<file path="src/verilog/sdim_pkg.sv">
// Shared constants for the input mode and timing select block
package sdim_pkg;
  // ---------------------------------------------------------------
  // Register map (byte addresses)
  // ---------------------------------------------------------------
  localparam logic [3:0] SDIM_CTRL_OFS = 4'h0;
  localparam logic [3:0] SDIM_STAT_OFS = 4'h4;
  localparam logic [3:0] SDIM_LINE_OFS = 4'h8;
  localparam logic [3:0] SDIM_FRAME_OFS = 4'hc;
  // ---------------------------------------------------------------
  // Control fields
  // ---------------------------------------------------------------
  localparam int SDIM_CTRL_WIDTH_BIT = 0;
  localparam int SDIM_CTRL_ASI_BIT = 1;
  localparam int SDIM_CTRL_BYPASS_N_BIT = 2;
  localparam int SDIM_CTRL_EMBED_BIT = 3;
  localparam int SDIM_CTRL_SYNCDE_BIT = 4;
  localparam logic [4:0] SDIM_CTRL_RESET = 5'h05;
  // ---------------------------------------------------------------
  // Status fields
  // ---------------------------------------------------------------
  localparam int SDIM_STAT_MODE_LSB = 0;
  localparam int SDIM_STAT_TSRC_LSB = 2;
  localparam int SDIM_STAT_LOCK_BIT = 4;
  localparam int SDIM_STAT_H_BIT = 5;
  localparam int SDIM_STAT_V_BIT = 6;
  localparam int SDIM_STAT_F_BIT = 7;
  // ---------------------------------------------------------------
  // Timing reference words
  // ---------------------------------------------------------------
  localparam logic [9:0] SDIM_TRS_ONES = 10'h3ff;
  localparam logic [9:0] SDIM_TRS_ZERO = 10'h000;
  localparam int SDIM_XYZ_F_BIT = 8;
  localparam int SDIM_XYZ_V_BIT = 7;
  localparam int SDIM_XYZ_H_BIT = 6;
  // ---------------------------------------------------------------
  // Bus answers
  // ---------------------------------------------------------------
  localparam logic [1:0] SDIM_RESP_OKAY = 2'h0;
  localparam logic [1:0] SDIM_RESP_SLVERR = 2'h2;

  typedef enum logic [1:0] {SDIM_MODE_SMPTE, SDIM_MODE_ASI, SDIM_MODE_THROUGH} sdim_mode_e;
  typedef enum logic [1:0] {SDIM_TSRC_HVF, SDIM_TSRC_SYNCDE, SDIM_TSRC_EMBED} sdim_tsrc_e;
endpackage

</file>
<file path="src/verilog/sdim_trs_detect.sv">
// Finds embedded timing reference words and extracts H, V and F
`timescale 1ns/1ps
`default_nettype none
module sdim_trs_detect
  import sdim_pkg::*;
(
  input wire logic aclk,
  input wire logic aresetn,
  input wire logic word_valid,
  input wire logic [9:0] word,
  output logic trs_h,
  output logic trs_v,
  output logic trs_f,
  output logic trs_locked
);
  logic [1:0] zero_run;
  logic seen_ones;

  // ---------------------------------------------------------------
  // Preamble tracking: all-ones then two all-zero words
  // ---------------------------------------------------------------
  always_ff @(posedge aclk) begin
    if (!aresetn) begin
      seen_ones <= 1'b0;
      zero_run <= 2'h0;
    end else if (word_valid) begin
      if (word == SDIM_TRS_ONES) begin
        seen_ones <= 1'b1;
        zero_run <= 2'h0;
      end else if (seen_ones && word == SDIM_TRS_ZERO && zero_run != 2'h2) begin
        zero_run <= zero_run + 2'h1;
      end else begin
        seen_ones <= 1'b0;
        zero_run <= 2'h0;
      end
    end
  end

  // Flags hold between reference words, so timing is defined between them
  always_ff @(posedge aclk) begin
    if (!aresetn) begin
      trs_h <= 1'b0;
      trs_v <= 1'b0;
      trs_f <= 1'b0;
      trs_locked <= 1'b0;
    end else if (word_valid && seen_ones && zero_run == 2'h2) begin
      trs_h <= word[SDIM_XYZ_H_BIT];
      trs_v <= word[SDIM_XYZ_V_BIT];
      trs_f <= word[SDIM_XYZ_F_BIT];
      trs_locked <= 1'b1;
    end
  end
endmodule // sdim_trs_detect
`default_nettype wire

</file>
<file path="src/verilog/sdim_timing_mux.sv">
// Chooses the internal timing source and registers H, V and F
`timescale 1ns/1ps
`default_nettype none
module sdim_timing_mux
  import sdim_pkg::*;
(
  input wire logic aclk,
  input wire logic aresetn,
  input wire logic embedded_timing_select,
  input wire logic sync_de_timing_select,
  input wire logic ext_h,
  input wire logic ext_v,
  input wire logic ext_f,
  input wire logic ext_hsync,
  input wire logic ext_vsync,
  input wire logic ext_de,
  input wire logic trs_h,
  input wire logic trs_v,
  input wire logic trs_f,
  output var sdim_tsrc_e tsrc,
  output logic int_h,
  output logic int_v,
  output logic int_f
);
  always_ff @(posedge aclk) begin
    if (!aresetn) begin
      tsrc <= SDIM_TSRC_HVF;
      int_h <= 1'b0;
      int_v <= 1'b0;
      int_f <= 1'b0;
    end else if (embedded_timing_select) begin
      // External timing inputs are not looked at here
      tsrc <= SDIM_TSRC_EMBED;
      int_h <= trs_h;
      int_v <= trs_v;
      int_f <= trs_f;
    end else if (sync_de_timing_select) begin
      // Blanking is the absence of data enable; sync carries no field
      tsrc <= SDIM_TSRC_SYNCDE;
      int_h <= ~ext_de;
      int_v <= ext_vsync & ~ext_de;
      int_f <= 1'b0;
    end else begin
      tsrc <= SDIM_TSRC_HVF;
      int_h <= ext_h;
      int_v <= ext_v;
      int_f <= ext_f;
    end
  end

  // Hsync only qualifies nothing further today; kept for line framing
  logic unused_hsync;
  always_comb begin
    unused_hsync = ext_hsync;
  end
endmodule // sdim_timing_mux
`default_nettype wire

</file>
<file path="src/verilog/sdim_input_select.sv">
// Input bus width, operating mode and timing source selection
//
// Added by the designer: the register offsets and the AXI4-Lite interface to the registers.
`timescale 1ns/1ps
`default_nettype none
module sdim_input_select
  import sdim_pkg::*;
(
  input wire logic aclk,
  input wire logic aresetn,
  // AXI4-Lite slave
  input wire logic [3:0] s_axi_awaddr,
  input wire logic [2:0] s_axi_awprot,
  input wire logic s_axi_awvalid,
  output logic s_axi_awready,
  input wire logic [31:0] s_axi_wdata,
  input wire logic [3:0] s_axi_wstrb,
  input wire logic s_axi_wvalid,
  output logic s_axi_wready,
  output logic [1:0] s_axi_bresp,
  output logic s_axi_bvalid,
  input wire logic s_axi_bready,
  input wire logic [3:0] s_axi_araddr,
  input wire logic [2:0] s_axi_arprot,
  input wire logic s_axi_arvalid,
  output logic s_axi_arready,
  output logic [31:0] s_axi_rdata,
  output logic [1:0] s_axi_rresp,
  output logic s_axi_rvalid,
  input wire logic s_axi_rready,
  // Parallel video from the source, on aclk
  input wire logic word_valid,
  input wire logic [9:0] pri_word,
  input wire logic [9:0] sec_word,
  input wire logic ext_h,
  input wire logic ext_v,
  input wire logic ext_f,
  input wire logic ext_hsync,
  input wire logic ext_vsync,
  input wire logic ext_de,
  // Towards the serializer
  output logic ser_valid,
  output logic [9:0] ser_word_a,
  output logic [9:0] ser_word_b,
  output logic ser_dual,
  output logic scramble_enable,
  output logic ioproc_enable,
  output logic asi_encode_enable,
  output logic asi_k_char,
  output logic int_h,
  output logic int_v,
  output logic int_f
);
  // ---------------------------------------------------------------
  // Control register and derived mode
  // ---------------------------------------------------------------
  logic [4:0] ctrl;
  logic bus_width_select;
  logic async_serial_iface_select;
  logic video_processing_bypass_n;
  logic embedded_timing_select;
  logic sync_de_timing_select;
  sdim_mode_e next_mode;
  sdim_mode_e mode;
  sdim_tsrc_e tsrc;
  logic trs_h;
  logic trs_v;
  logic trs_f;
  logic trs_locked;
  logic prev_h;
  logic prev_v;
  logic [15:0] line_count;
  logic [15:0] frame_count;

  assign bus_width_select = ctrl[SDIM_CTRL_WIDTH_BIT];
  assign async_serial_iface_select = ctrl[SDIM_CTRL_ASI_BIT];
  assign video_processing_bypass_n = ctrl[SDIM_CTRL_BYPASS_N_BIT];
  assign embedded_timing_select = ctrl[SDIM_CTRL_EMBED_BIT];
  assign sync_de_timing_select = ctrl[SDIM_CTRL_SYNCDE_BIT];

  // Processing enable wins over ASI select: processing on means SMPTE whatever ASI says
  always_comb begin
    if (video_processing_bypass_n) begin
      next_mode = SDIM_MODE_SMPTE;
    end else if (async_serial_iface_select) begin
      next_mode = SDIM_MODE_ASI;
    end else begin
      next_mode = SDIM_MODE_THROUGH;
    end
  end

  always_ff @(posedge aclk) begin
    if (!aresetn) begin
      mode <= SDIM_MODE_SMPTE;
    end else begin
      mode <= next_mode;
    end
  end

  // ---------------------------------------------------------------
  // AXI4-Lite write path
  // ---------------------------------------------------------------
  logic aw_held;
  logic w_held;
  logic [3:0] aw_addr;
  logic [31:0] w_data;
  logic [3:0] w_strb;
  logic do_write;

  assign do_write = aw_held && w_held && !s_axi_bvalid;

  always_ff @(posedge aclk) begin
    if (!aresetn) begin
      aw_held <= 1'b0;
      aw_addr <= 4'h0;
    end else if (s_axi_awvalid && s_axi_awready) begin
      aw_held <= 1'b1;
      aw_addr <= s_axi_awaddr;
    end else if (do_write) begin
      aw_held <= 1'b0;
    end
  end

  always_ff @(posedge aclk) begin
    if (!aresetn) begin
      w_held <= 1'b0;
      w_data <= 32'h0;
      w_strb <= 4'h0;
    end else if (s_axi_wvalid && s_axi_wready) begin
      w_held <= 1'b1;
      w_data <= s_axi_wdata;
      w_strb <= s_axi_wstrb;
    end else if (do_write) begin
      w_held <= 1'b0;
    end
  end

  // Ready is a register so no path runs from valid to ready
  always_ff @(posedge aclk) begin
    if (!aresetn) begin
      s_axi_awready <= 1'b0;
      s_axi_wready <= 1'b0;
    end else begin
      s_axi_awready <= !aw_held && !(s_axi_awvalid && s_axi_awready) && !s_axi_bvalid;
      s_axi_wready <= !w_held && !(s_axi_wvalid && s_axi_wready) && !s_axi_bvalid;
    end
  end

  always_ff @(posedge aclk) begin
    if (!aresetn) begin
      s_axi_bvalid <= 1'b0;
      s_axi_bresp <= SDIM_RESP_OKAY;
    end else if (do_write) begin
      s_axi_bvalid <= 1'b1;
      s_axi_bresp <= (aw_addr[3:2] == SDIM_CTRL_OFS[3:2]) ? SDIM_RESP_OKAY : SDIM_RESP_SLVERR;
    end else if (s_axi_bready) begin
      s_axi_bvalid <= 1'b0;
    end
  end

  // Only the low byte lane carries control bits
  always_ff @(posedge aclk) begin
    if (!aresetn) begin
      ctrl <= SDIM_CTRL_RESET;
    end else if (do_write && aw_addr[3:2] == SDIM_CTRL_OFS[3:2] && w_strb[0]) begin
      ctrl <= w_data[4:0];
    end
  end

  // ---------------------------------------------------------------
  // AXI4-Lite read path
  // ---------------------------------------------------------------
  logic [31:0] next_rdata;
  logic next_rerr;

  always_comb begin
    next_rdata = 32'h0;
    next_rerr = 1'b0;
    case (s_axi_araddr[3:2])
      SDIM_CTRL_OFS[3:2]: next_rdata[4:0] = ctrl;
      SDIM_STAT_OFS[3:2]: begin
        next_rdata[SDIM_STAT_MODE_LSB +: 2] = mode;
        next_rdata[SDIM_STAT_TSRC_LSB +: 2] = tsrc;
        next_rdata[SDIM_STAT_LOCK_BIT] = trs_locked;
        next_rdata[SDIM_STAT_H_BIT] = int_h;
        next_rdata[SDIM_STAT_V_BIT] = int_v;
        next_rdata[SDIM_STAT_F_BIT] = int_f;
      end
      SDIM_LINE_OFS[3:2]: next_rdata[15:0] = line_count;
      SDIM_FRAME_OFS[3:2]: next_rdata[15:0] = frame_count;
      default: next_rerr = 1'b1;
    endcase
  end

  always_ff @(posedge aclk) begin
    if (!aresetn) begin
      s_axi_arready <= 1'b0;
    end else begin
      s_axi_arready <= !s_axi_rvalid && !(s_axi_arvalid && s_axi_arready);
    end
  end

  always_ff @(posedge aclk) begin
    if (!aresetn) begin
      s_axi_rvalid <= 1'b0;
      s_axi_rdata <= 32'h0;
      s_axi_rresp <= SDIM_RESP_OKAY;
    end else if (s_axi_arvalid && s_axi_arready) begin
      s_axi_rvalid <= 1'b1;
      s_axi_rdata <= next_rdata;
      s_axi_rresp <= next_rerr ? SDIM_RESP_SLVERR : SDIM_RESP_OKAY;
    end else if (s_axi_rready) begin
      s_axi_rvalid <= 1'b0;
    end
  end

  // ---------------------------------------------------------------
  // Timing source selection
  // ---------------------------------------------------------------
  // Reference words ride on the primary word in both bus widths
  sdim_trs_detect u_trs (
    .aclk(aclk),
    .aresetn(aresetn),
    .word_valid(word_valid),
    .word(pri_word),
    .trs_h(trs_h),
    .trs_v(trs_v),
    .trs_f(trs_f),
    .trs_locked(trs_locked)
  );

  sdim_timing_mux u_tmux (
    .aclk(aclk),
    .aresetn(aresetn),
    .embedded_timing_select(embedded_timing_select),
    .sync_de_timing_select(sync_de_timing_select),
    .ext_h(ext_h),
    .ext_v(ext_v),
    .ext_f(ext_f),
    .ext_hsync(ext_hsync),
    .ext_vsync(ext_vsync),
    .ext_de(ext_de),
    .trs_h(trs_h),
    .trs_v(trs_v),
    .trs_f(trs_f),
    .tsrc(tsrc),
    .int_h(int_h),
    .int_v(int_v),
    .int_f(int_f)
  );

  // Line and frame counters make the chosen timing visible to software
  always_ff @(posedge aclk) begin
    if (!aresetn) begin
      prev_h <= 1'b0;
      prev_v <= 1'b0;
      line_count <= 16'h0;
      frame_count <= 16'h0;
    end else begin
      prev_h <= int_h;
      prev_v <= int_v;
      if (int_h && !prev_h) begin
        line_count <= line_count + 16'h1;
      end
      if (!int_v && prev_v && !int_f) begin
        frame_count <= frame_count + 16'h1;
      end
    end
  end

  // ---------------------------------------------------------------
  // Data path towards the serializer
  // ---------------------------------------------------------------
  always_ff @(posedge aclk) begin
    if (!aresetn) begin
      ser_valid <= 1'b0;
      ser_word_a <= 10'h0;
      ser_word_b <= 10'h0;
      ser_dual <= 1'b0;
      asi_k_char <= 1'b0;
    end else begin
      ser_valid <= word_valid;
      ser_word_a <= pri_word;
      asi_k_char <= (next_mode == SDIM_MODE_ASI) && pri_word[8];
      if (bus_width_select && next_mode == SDIM_MODE_SMPTE) begin
        ser_word_b <= sec_word;
        ser_dual <= 1'b1;
      end else if (bus_width_select && next_mode == SDIM_MODE_THROUGH) begin
        ser_word_b <= sec_word;
        ser_dual <= 1'b1;
      end else begin
        ser_word_b <= 10'h0;
        ser_dual <= 1'b0;
      end
    end
  end

  always_ff @(posedge aclk) begin
    if (!aresetn) begin
      scramble_enable <= 1'b1;
      ioproc_enable <= 1'b1;
      asi_encode_enable <= 1'b0;
    end else begin
      scramble_enable <= next_mode == SDIM_MODE_SMPTE;
      ioproc_enable <= next_mode != SDIM_MODE_THROUGH;
      asi_encode_enable <= next_mode == SDIM_MODE_ASI;
    end
  end
endmodule // sdim_input_select
`default_nettype wire

</file>
<file path="config.mk">
export PLATFORM = sky130hd
export DESIGN_NAME = sdim_input_select
export DESIGN_NICKNAME = d
export VERILOG_FILES = /design/src/verilog/sdim_pkg.sv /design/src/verilog/sdim_trs_detect.sv /design/src/verilog/sdim_timing_mux.sv /design/src/verilog/sdim_input_select.sv
export SDC_FILE = /design/constraint.sdc
export NUM_CORES = 1
export LEC_CHECK = 0
export BUFFER_PORTS_ARGS = -buffer_cell sky130_fd_sc_hd__buf_2
export CAP_MARGIN = 30
export CELL_PAD_IN_SITES_DETAIL_PLACEMENT = 2
export CELL_PAD_IN_SITES_GLOBAL_PLACEMENT = 2
export CORE_ASPECT_RATIO = 0.6
export CORE_MARGIN = 1.5
export CORE_UTILIZATION = 29
export DETAILED_ROUTE_END_ITERATION = 7
export GPL_TIMING_DRIVEN = 0
export HOLD_SLACK_MARGIN = 0.12
export PLACE_DENSITY = 0.79
export SLEW_MARGIN = 30
export SYNTH_ARGS = -nofsm -noshare
export SYNTH_HDL_FRONTEND = slang
export SYNTH_HIERARCHICAL = 1
export SYNTH_SLANG_ARGS = --single-unit
</file>
<file path="constraint.sdc">
create_clock -name aclk -period 1.6 [get_ports aclk]
set_input_delay 0.48 -clock aclk [delete_from_list [all_inputs] [get_ports aclk]]
set_output_delay 0.48 -clock aclk [all_outputs]
set_load 0.02 [all_outputs]
</file>
Word level (Yosys, flattened, before mapping):

Cells that the tools add are included.

* bitwise operators: 3
* muxes and demuxes: 29
* reductions and logical operators: 42
* $add $sub $neg: 3
* equality and inequality tests: 10

Operator list (number)
* $add 16x1->16 const B: 2
* $logic_and 1x1->1: 22
* $mux 10: 2
* $pmux 5 s4: 1
* $mux 1: 18
* $pmux 8 s2: 1
* $mux 2: 6
* $eq 10x10->1 const B: 1
* $logic_not 1->1: 10
* $logic_not 10->1: 1
* $pmux 3 s3: 1
* $eq 2x2->1 const B: 4
* $reduce_bool 2->1: 4
* $logic_not 2->1: 3
* $eq 2x1->1 const B: 2
* $ne 2x2->1 const B: 2
* $add 2x1->2 const B: 1
* $ne 2x1->1 const B: 1
* $not 1->1: 2
* $reduce_and 2->1: 1
* $reduce_or 2->1: 1
* $and 1x1->1: 1

* input bits: 84
* output and inout port bits: 70
* flip-flop bits (word level): 114

Longest topological paths before layout:

Gate-level depths: netlist (run 1).

* depth after elaboration: 6
* mapped depth: 5

Hierarchy:

The synthesis (run 1) kept the hierarchy.

Modules (own cells, without submodules)
* sdim_input_select: cells an instance 407, sequential area each 1961.9 µm², times used 1, area an instance 3915.0 µm²
* sdim_trs_detect: cells an instance 35, sequential area each 140.1 µm², times used 1, area an instance 340.3 µm²
* sdim_timing_mux: cells an instance 18, sequential area each 100.1 µm², times used 1, area an instance 201.4 µm²

Worst setup path after synthesis (run 1):

Ideal clock, no wire load.

* path kind: register to register
* start point: register u_tmux.int_h
* end point: register line_count[15]
* arrival time: 1440 ps
* slack: 91 ps
* library setup time: 70 ps
* path buffers: 0
* cell stages (with the launch flop): 5
* cells stage by stage: dfxtp_1 > and4b_1 > nand4_1 > or3_1 > a21oi_1

* longest elaborated chain between the ends: 1

RTL lines
* start, declared: line sdim_timing_mux.sv:21 `output logic int_h,`
* start signal, assigned: line sdim_timing_mux.sv:34 `int_h <= trs_h;`
* start signal, assigned: line sdim_timing_mux.sv:40 `int_h <= ~ext_de;`
* start signal, assigned: line sdim_timing_mux.sv:45 `int_h <= ext_h;`
* $logic_and 1x1->1: line sdim_input_select.sv:262 `if (int_h && !prev_h) begin`
* end signal, assigned: line sdim_input_select.sv:263 `line_count <= line_count + 16'h1;`
* end, declared: line sdim_input_select.sv:72 `logic [15:0] line_count;`

Every way passes these cells.
A chain may end at the register's enable or synchronous reset.

Worst setup path after layout (run 1):

* start point: register u_tmux.int_v
* end point: register frame_count[13]

* longest elaborated chain between the ends: 3

RTL lines
* start, declared: line sdim_timing_mux.sv:22 `output logic int_v,`
* start signal, assigned: line sdim_timing_mux.sv:35 `int_v <= trs_v;`
* start signal, assigned: line sdim_timing_mux.sv:41 `int_v <= ext_vsync & ~ext_de;`
* start signal, assigned: line sdim_timing_mux.sv:46 `int_v <= ext_v;`
* $logic_not 1->1: line sdim_input_select.sv:265 `if (!int_v && prev_v && !int_f) begin`
* $logic_and 1x1->1 (2 in series): line sdim_input_select.sv:265
* end signal, assigned: line sdim_input_select.sv:266 `frame_count <= frame_count + 16'h1;`
* end, declared: line sdim_input_select.sv:73 `logic [15:0] frame_count;`

Every way passes these cells.

==> reports/metrics.cfg, run 1 <==
[worst_setup_path]
cp_max_fo = 7
required_ps = 1890
timing.reg2reg.worst_path_depth = 5
end_kind = register
crit_type = reg2reg
cp-start-kind = register
crit_path_cell_trace = and4bb_2, buf_6, nand4_1, or3_4, a21oi_2
arrival_ps = 1930
reg2reg_from = u_tmux/int_v
startpoint = u_tmux/int_v
crit_path_max_incr_delay_ps = 420
slowest_stage = or3_4

[layout]
syn_to_final_growth_pct = 28.6
final_nets = 679
instances_no_fill = 795
num_antenna_cells = 0
fin_util_pct = 38.8
drive_gt1_share_pct = 32.5

[logic_synthesis]
async_flop_share_pct = 0
syn_area_per_cell_um2 = 9.69
yosys_warnings = 6
synth_top_area_share_pct = 49.4
ys_seq_area_share_pct = 49.4
synth_area_um2 = 4460
ys_ff_latch = 110
synth_top_flop_cell = dfxtp_1
synth_edf_count = 0
ys_types = 53
yosysTopAreaCell = dfxtp_1
synth_commonest_cells = dfxtp_1, nor2_1, nand2_1, and2_1, a21oi_1
synth_area_leaders = dfxtp_1, mux2i_1, and2_1
synth.most_common_cell = dfxtp_1
synthCells = 460

[clock_tree]
clkTransAtPathRegs_ps = 80
cts.sinks = 110
cts_buffers = 9
cts_tree = done
cts_buffer_depth = 2
clkLatencyLatePin_ps = 360
h-tree-depth = 3
cts_root_buf = clkbuf_16

[floorplanning]
ios = 154
die_w_um = 163
row_count = 34
dieArea_um2 = 16100
dieHeight_um = 99.0
core-area_um2 = 14800
start_util_pct = 30.2

[drt]
drtPass1Iterations = 4
num_vias = 3836
viasPerCell = 4.83
drt_iter0_markers = 218
ant_nets = 0
avgRoutedWirePerCell_um = 18.8
route.detailed.drc = 0
wirelength_um = 15000

[global_routing]
met2_usage_pct = 28.9
use_met1_pct = 25.8
grt_busiest_layer = met2
grt_max_degree = 23
overflow = 0
grtUsageTotal_pct = 18.6
grt_pass1_wl_um = 22700
met3_usage_pct = 4.04
grt_pass1_vias = 4022
antenna_found_initial = 0

[min_path]
worstHoldStart = sec_word[6]
hold-path-cell-count = 2
hp-class = in2reg

[job]
cap_violations = 0

[power]
ir_worst_vdd_uv = 424
leakage_nw = 2.48
p_per_area_nw_per_um2 = 990

[run_status]
violations = setup timing
status = finished with violations

[placed_design]
place_hpwl_um = 11100
io_buffers = 91
dp.cells = 767
place_congestion = 0.807

[sta]
slew_headroom_pct = 56.4
fin_crit_sh_pct = 102
setup-tns-final_ps = -36.8
skew_ps = 10.1
slew_violations = 0
setup_viol = 1
worst_pin_slew_ps = 654
rsz0062_at_grt = true
finalWorstSetupSlack_ps = -36.8
hold_viol_final = 0
period_needed_ps = 1640
fmax_mhz = 611

==> placed cells by master (no fill, tap or decap), drive strengths merged, types with 2 or more instances in the layout <==
cell type	n
nor2b	7
a21oi	25
xnor2	7
clkbuf	14
mux4	5
or3	8
nand3b	4
a221oi	3
and2	29
ha	3
mux2	3
and3	4
nor2	43
buf	136
dfxtp	110
a21boi	2
conb	19
a2bb2oi	8
nor3	5
nand2	33
o311a	2
xor2	14
clkinv	2
mux2i	19
nor4	3
and3b	4
inv	14
nand3	20
o21ai	12
or2b	2
nand2b	3
nor3b	3
nand4	16
and4	6
==> cell type report <==
| type | count | area (um^2) |
|---|---|---|
| clock inverter | 7 | 83.8 |
| tap | 198 | 248 |
| inverter | 9 | 33.8 |
| buffer | 36 | 241 |
| multi-input combinational | 321 | 2100 |
| fill | 1609 | 9030 |
| clock buffer | 9 | 225 |
| timing repair buffer | 105 | 561 |
| sequential | 110 | 2240 |
==> worst paths after layout <==
check | endpoint | slack (ps)
worst min-delay path | ser_word_b[6] | 320
worst min register to register | s_axi_arready | 450
worst max register to register | frame_count[13] | -40
worst max-delay path | frame_count[13] | -40
==> report_power, final <==
part / switching (mW) / internal (mW) / total (mW)
logic: 0.309 / 0.192 / 0.501
registers: 0.0469 / 2.80 / 2.85
clock network: 1.19 / 1.13 / 2.32
total: 1.55 / 4.12 / 5.67
==> flip-flops by register name, summed over array words and instances, names as in the netlist, 2 cells and up <==
name            cells
frame_count        16
line_count         16
s_axi_rdata        16
ser_word_a         10
ser_word_b         10
ctrl                5
w_data              5
aw_addr             2
mode                2
u_tmux/tsrc         2
u_trs/zero_run      2
==> timing repair <==
item	CTS	global route
endpoints found under the hold margin	0	0
pin swaps	1	6
resized for setup	15	30
setup buffers	2	12
endpoints found under the setup margin	53	17
hold buffers	0	0
==> stage by stage <==
step	worst slack, ps	total power [mW]	instance area (um^2)	hold WS (ps)
global route	-83.7	5.90	5730	310
floorplan	90.5	3.21	4520	406
CTS	2.00	5.73	5560	311
finish	-36.8	5.67	5730	322
global placement	-508	3.39	5230	424
detailed placement	-590	3.42	5230	451
==> cell families after synthesis <==
group | count (synthesis) | synth area share, %
AOI/OAI and AO/OA | 55 | 7.75
xor gates and xnor gates | 21 | 4.13
adders and majority gates | 3 | 0.842
buffers and inverters | 47 | 6.09
DFF | 110 | 49.4
muxes | 27 | 7.64
other | 1 | 0.0841
and+or+nand+nor | 196 | 24.1
==> worst max-delay path: cells and delay by family (launching register included) <==
kind / cells / cell delay, ps
simple gates: 3 / 950
flops: 1 / 360
buf+inv: 1 / 140
compound gates: 1 / 110
==> routing by layer <==
| layer | routed length, um | up-vias |
|---|---|---|
| li1 | - | 1819 |
| met1 | 7310 | 1928 |
| met2 | 6970 | 78 |
| met3 | 526 | 11 |
| met4 | 155 | 0 |
| met5 | 0 | - |
Note: power is estimated with default switching activity, not from simulation.
==> run 2, diff against run 1 <==
GPL_TIMING_DRIVEN = not set   (was 0)
==> run 2 against run 1 <==
Compared with the run above:
- the flow still finishes with violations (setup timing)
- utilization down 0.46 points
- non-clock buffer count down 9
- design area down 1.2%
==> reports/metrics.cfg, run 2 (synthesized netlist as in run 1, its figures left out) <==
[run_status]
status = finished with violations  ; unchanged
violations = setup timing  ; unchanged

[floorplanning]
ios = 154  ; unchanged
dieHeight_um = 99.0  ; unchanged
core-area_um2 = 14800  ; unchanged
die_w_um = 163  ; unchanged
row_count = 34  ; unchanged
dieArea_um2 = 16100  ; unchanged
start_util_pct = 30.2  ; unchanged

[layout]
final_cell_mix = dfxtp_1, buf_2, nor2_1  ; was buf_2, dfxtp_1, nor2_1
reg_top3 = frame_count (16), line_count (16), s_axi_rdata (16)  ; unchanged
drive_gt1_share_pct = 29.9  ; was 32.5%
final_common_cell = dfxtp_1  ; was buf_2
instances_no_fill = 786  ; was 795
fin_area_um2 = 5660  ; was 5730 um^2
num_antenna_cells = 0  ; unchanged
syn_to_final_growth_pct = 27.0  ; was 28.6%
final_nets = 670  ; was 679
fillers = 1624  ; was 1609

[drt]
avgRoutedWirePerCell_um = 18.8  ; about the same
wirelength_um = 14800  ; was 15000 um
route.detailed.drc = 0  ; unchanged
ant_nets = 0  ; unchanged
viasPerCell = 4.81  ; was 4.83
drt_iter0_markers = 141  ; was 218
drtPass1Iterations = 4  ; unchanged
num_vias = 3784  ; was 3836

[global_routing]
grtUsageTotal_pct = 18.6  ; about the same
grt_pass1_wl_um = 23000  ; was 22700 um
grt_max_degree = 65  ; was 23
antenna_found_initial = 0  ; unchanged
overflow = 0  ; unchanged
grt_pass1_vias = 4215  ; was 4022

[clock_tree]
cts_tree = done  ; unchanged
cts_root_buf = clkbuf_16  ; unchanged
clkTransAtPathRegs_ps = 80  ; about the same
cts_buffer_depth = 2  ; unchanged
clkLatencyLatePin_ps = 360  ; about the same
cts_buffers = 9  ; unchanged
hold_buffers = 0  ; unchanged
h-tree-depth = 3  ; unchanged
cts.sinks = 110  ; unchanged

[power]
p_per_area_nw_per_um2 = 988  ; was 990 nW/um^2
ir_worst_vdd_uv = 509  ; was 424 uV
leakage_nw = 2.45  ; was 2.48 nW

[worst_setup_path]
end_kind = register  ; unchanged
crit_type = reg2reg  ; unchanged
arrival_ps = 1860  ; was 1930 ps
regToRegSetupSlack_ps = -2  ; was -40 ps
required_ps = 1850  ; was 1890 ps
cp-start-kind = register  ; unchanged
timing.reg2reg.worst_path_depth = 5  ; unchanged
cp_max_fo = 3  ; was 7

[job]
cap_violations = 0  ; unchanged

[min_path]
hold-path-cell-count = 2  ; unchanged
hp-class = in2reg  ; unchanged

[sta]
fmax_mhz = 624  ; was 611 MHz
finalWorstSetupSlack_ps = -2.30  ; was -36.8 ps
skew_ps = 12.8  ; was 10.1 ps
hold_viol_final = 0  ; unchanged
setup_viol = 1  ; unchanged
period_needed_ps = 1600  ; was 1640 ps
fin_crit_sh_pct = 100  ; was 102%
slew_violations = 0  ; unchanged

[placed_design]
placed_area_um2 = 5300  ; was 5230 um^2
dp.cells = 767  ; unchanged
place_congestion = 0.764  ; was 0.807
place_hpwl_um = 10700  ; was 11100 um
io_buffers = 93  ; was 91
pre_cts_ws_ps = 4.49  ; was -590 ps

==> run 2: cell types whose count changed in the layout (fill, tap and decap cells not counted), sizes merged <==
| cell | before | now |
|---|---|---|
| buf | 136 | 132 |
| clkbuf | 14 | 9 |
| clkinv | 2 | 6 |
| inv | 14 | 10 |
==> run 2: area by class of cell <==
class	count	area (um^2)	area share, %
multi-input combinational	321	2080	36.8
inverter	9	33.8	0.597
tap	198	248	4.38
clock inverter	7	78.8	1.39
sequential	110	2210	39.0
timing repair buffer	132	783	13.8
clock buffer	9	225	3.98
==> run 2: final timing paths <==
| path | start | end |
|---|---|---|
| setup / recovery | u_trs/zero_run[0] | u_trs/zero_run[1] |
| hold / removal | sec_word[4] | ser_word_b[4] |
| setup reg to reg | u_trs/zero_run[0] | u_trs/zero_run[1] |
| hold reg to reg | aw_held | s_axi_awready |
==> run 2: report_power, final <==
| part | switching, mW | leakage (nW) | internal (mW) |
|---|---|---|---|
| Clock | 1.15 | 0.148 | 1.11 |
| Combinational | 0.302 | 1.40 | 0.180 |
| Sequential | 0.0444 | 0.899 | 2.81 |
| Total | 1.49 | 2.45 | 4.10 |
==> run 2: stage by stage <==
step	utilization, %	hold slack (ps)	power [mW]	TNS (ps)
2_1_floorplan	-	406	3.21	0
3_3_place_gp	35.9	422	3.36	0
3_5_place_dp	35.9	436	3.39	0
4_1_cts	38.1	319	5.66	0
5_1_grt	38.4	310	5.82	-23.9
6_report	38.4	329	5.59	-2.30
==> run 2: routing by layer <==
metal  share of wire, %  vias to the layer above  global-route usage (%)  routed length, um
li1                   -                     1801                       -                  -
met1                 46                     1883                    23.9               6870
met2                 49                       79                    31.4               7190
met3                3.2                       21                    3.87                474
met4                1.9                        0                    5.58                276
met5                  0                        -                       0                  0
==> run 2: critical path, cell delays in order (launching register included) <==
cell and delay [ps]:
dfxtp_1 370, inv_1 80, ha_1 230, nor4_1 240
nand3_1 240, o21ai_1 330
==> run 2: what timing repair did <==
| item | in CTS | in global routing |
|---|---|---|
| gates cloned | 0 | 0 |
| buffers inserted | 1 | 2 |
| pin swaps | 1 | 4 |
| resized for setup | 4 | 11 |
| setup endpoints to repair | 2 | 11 |
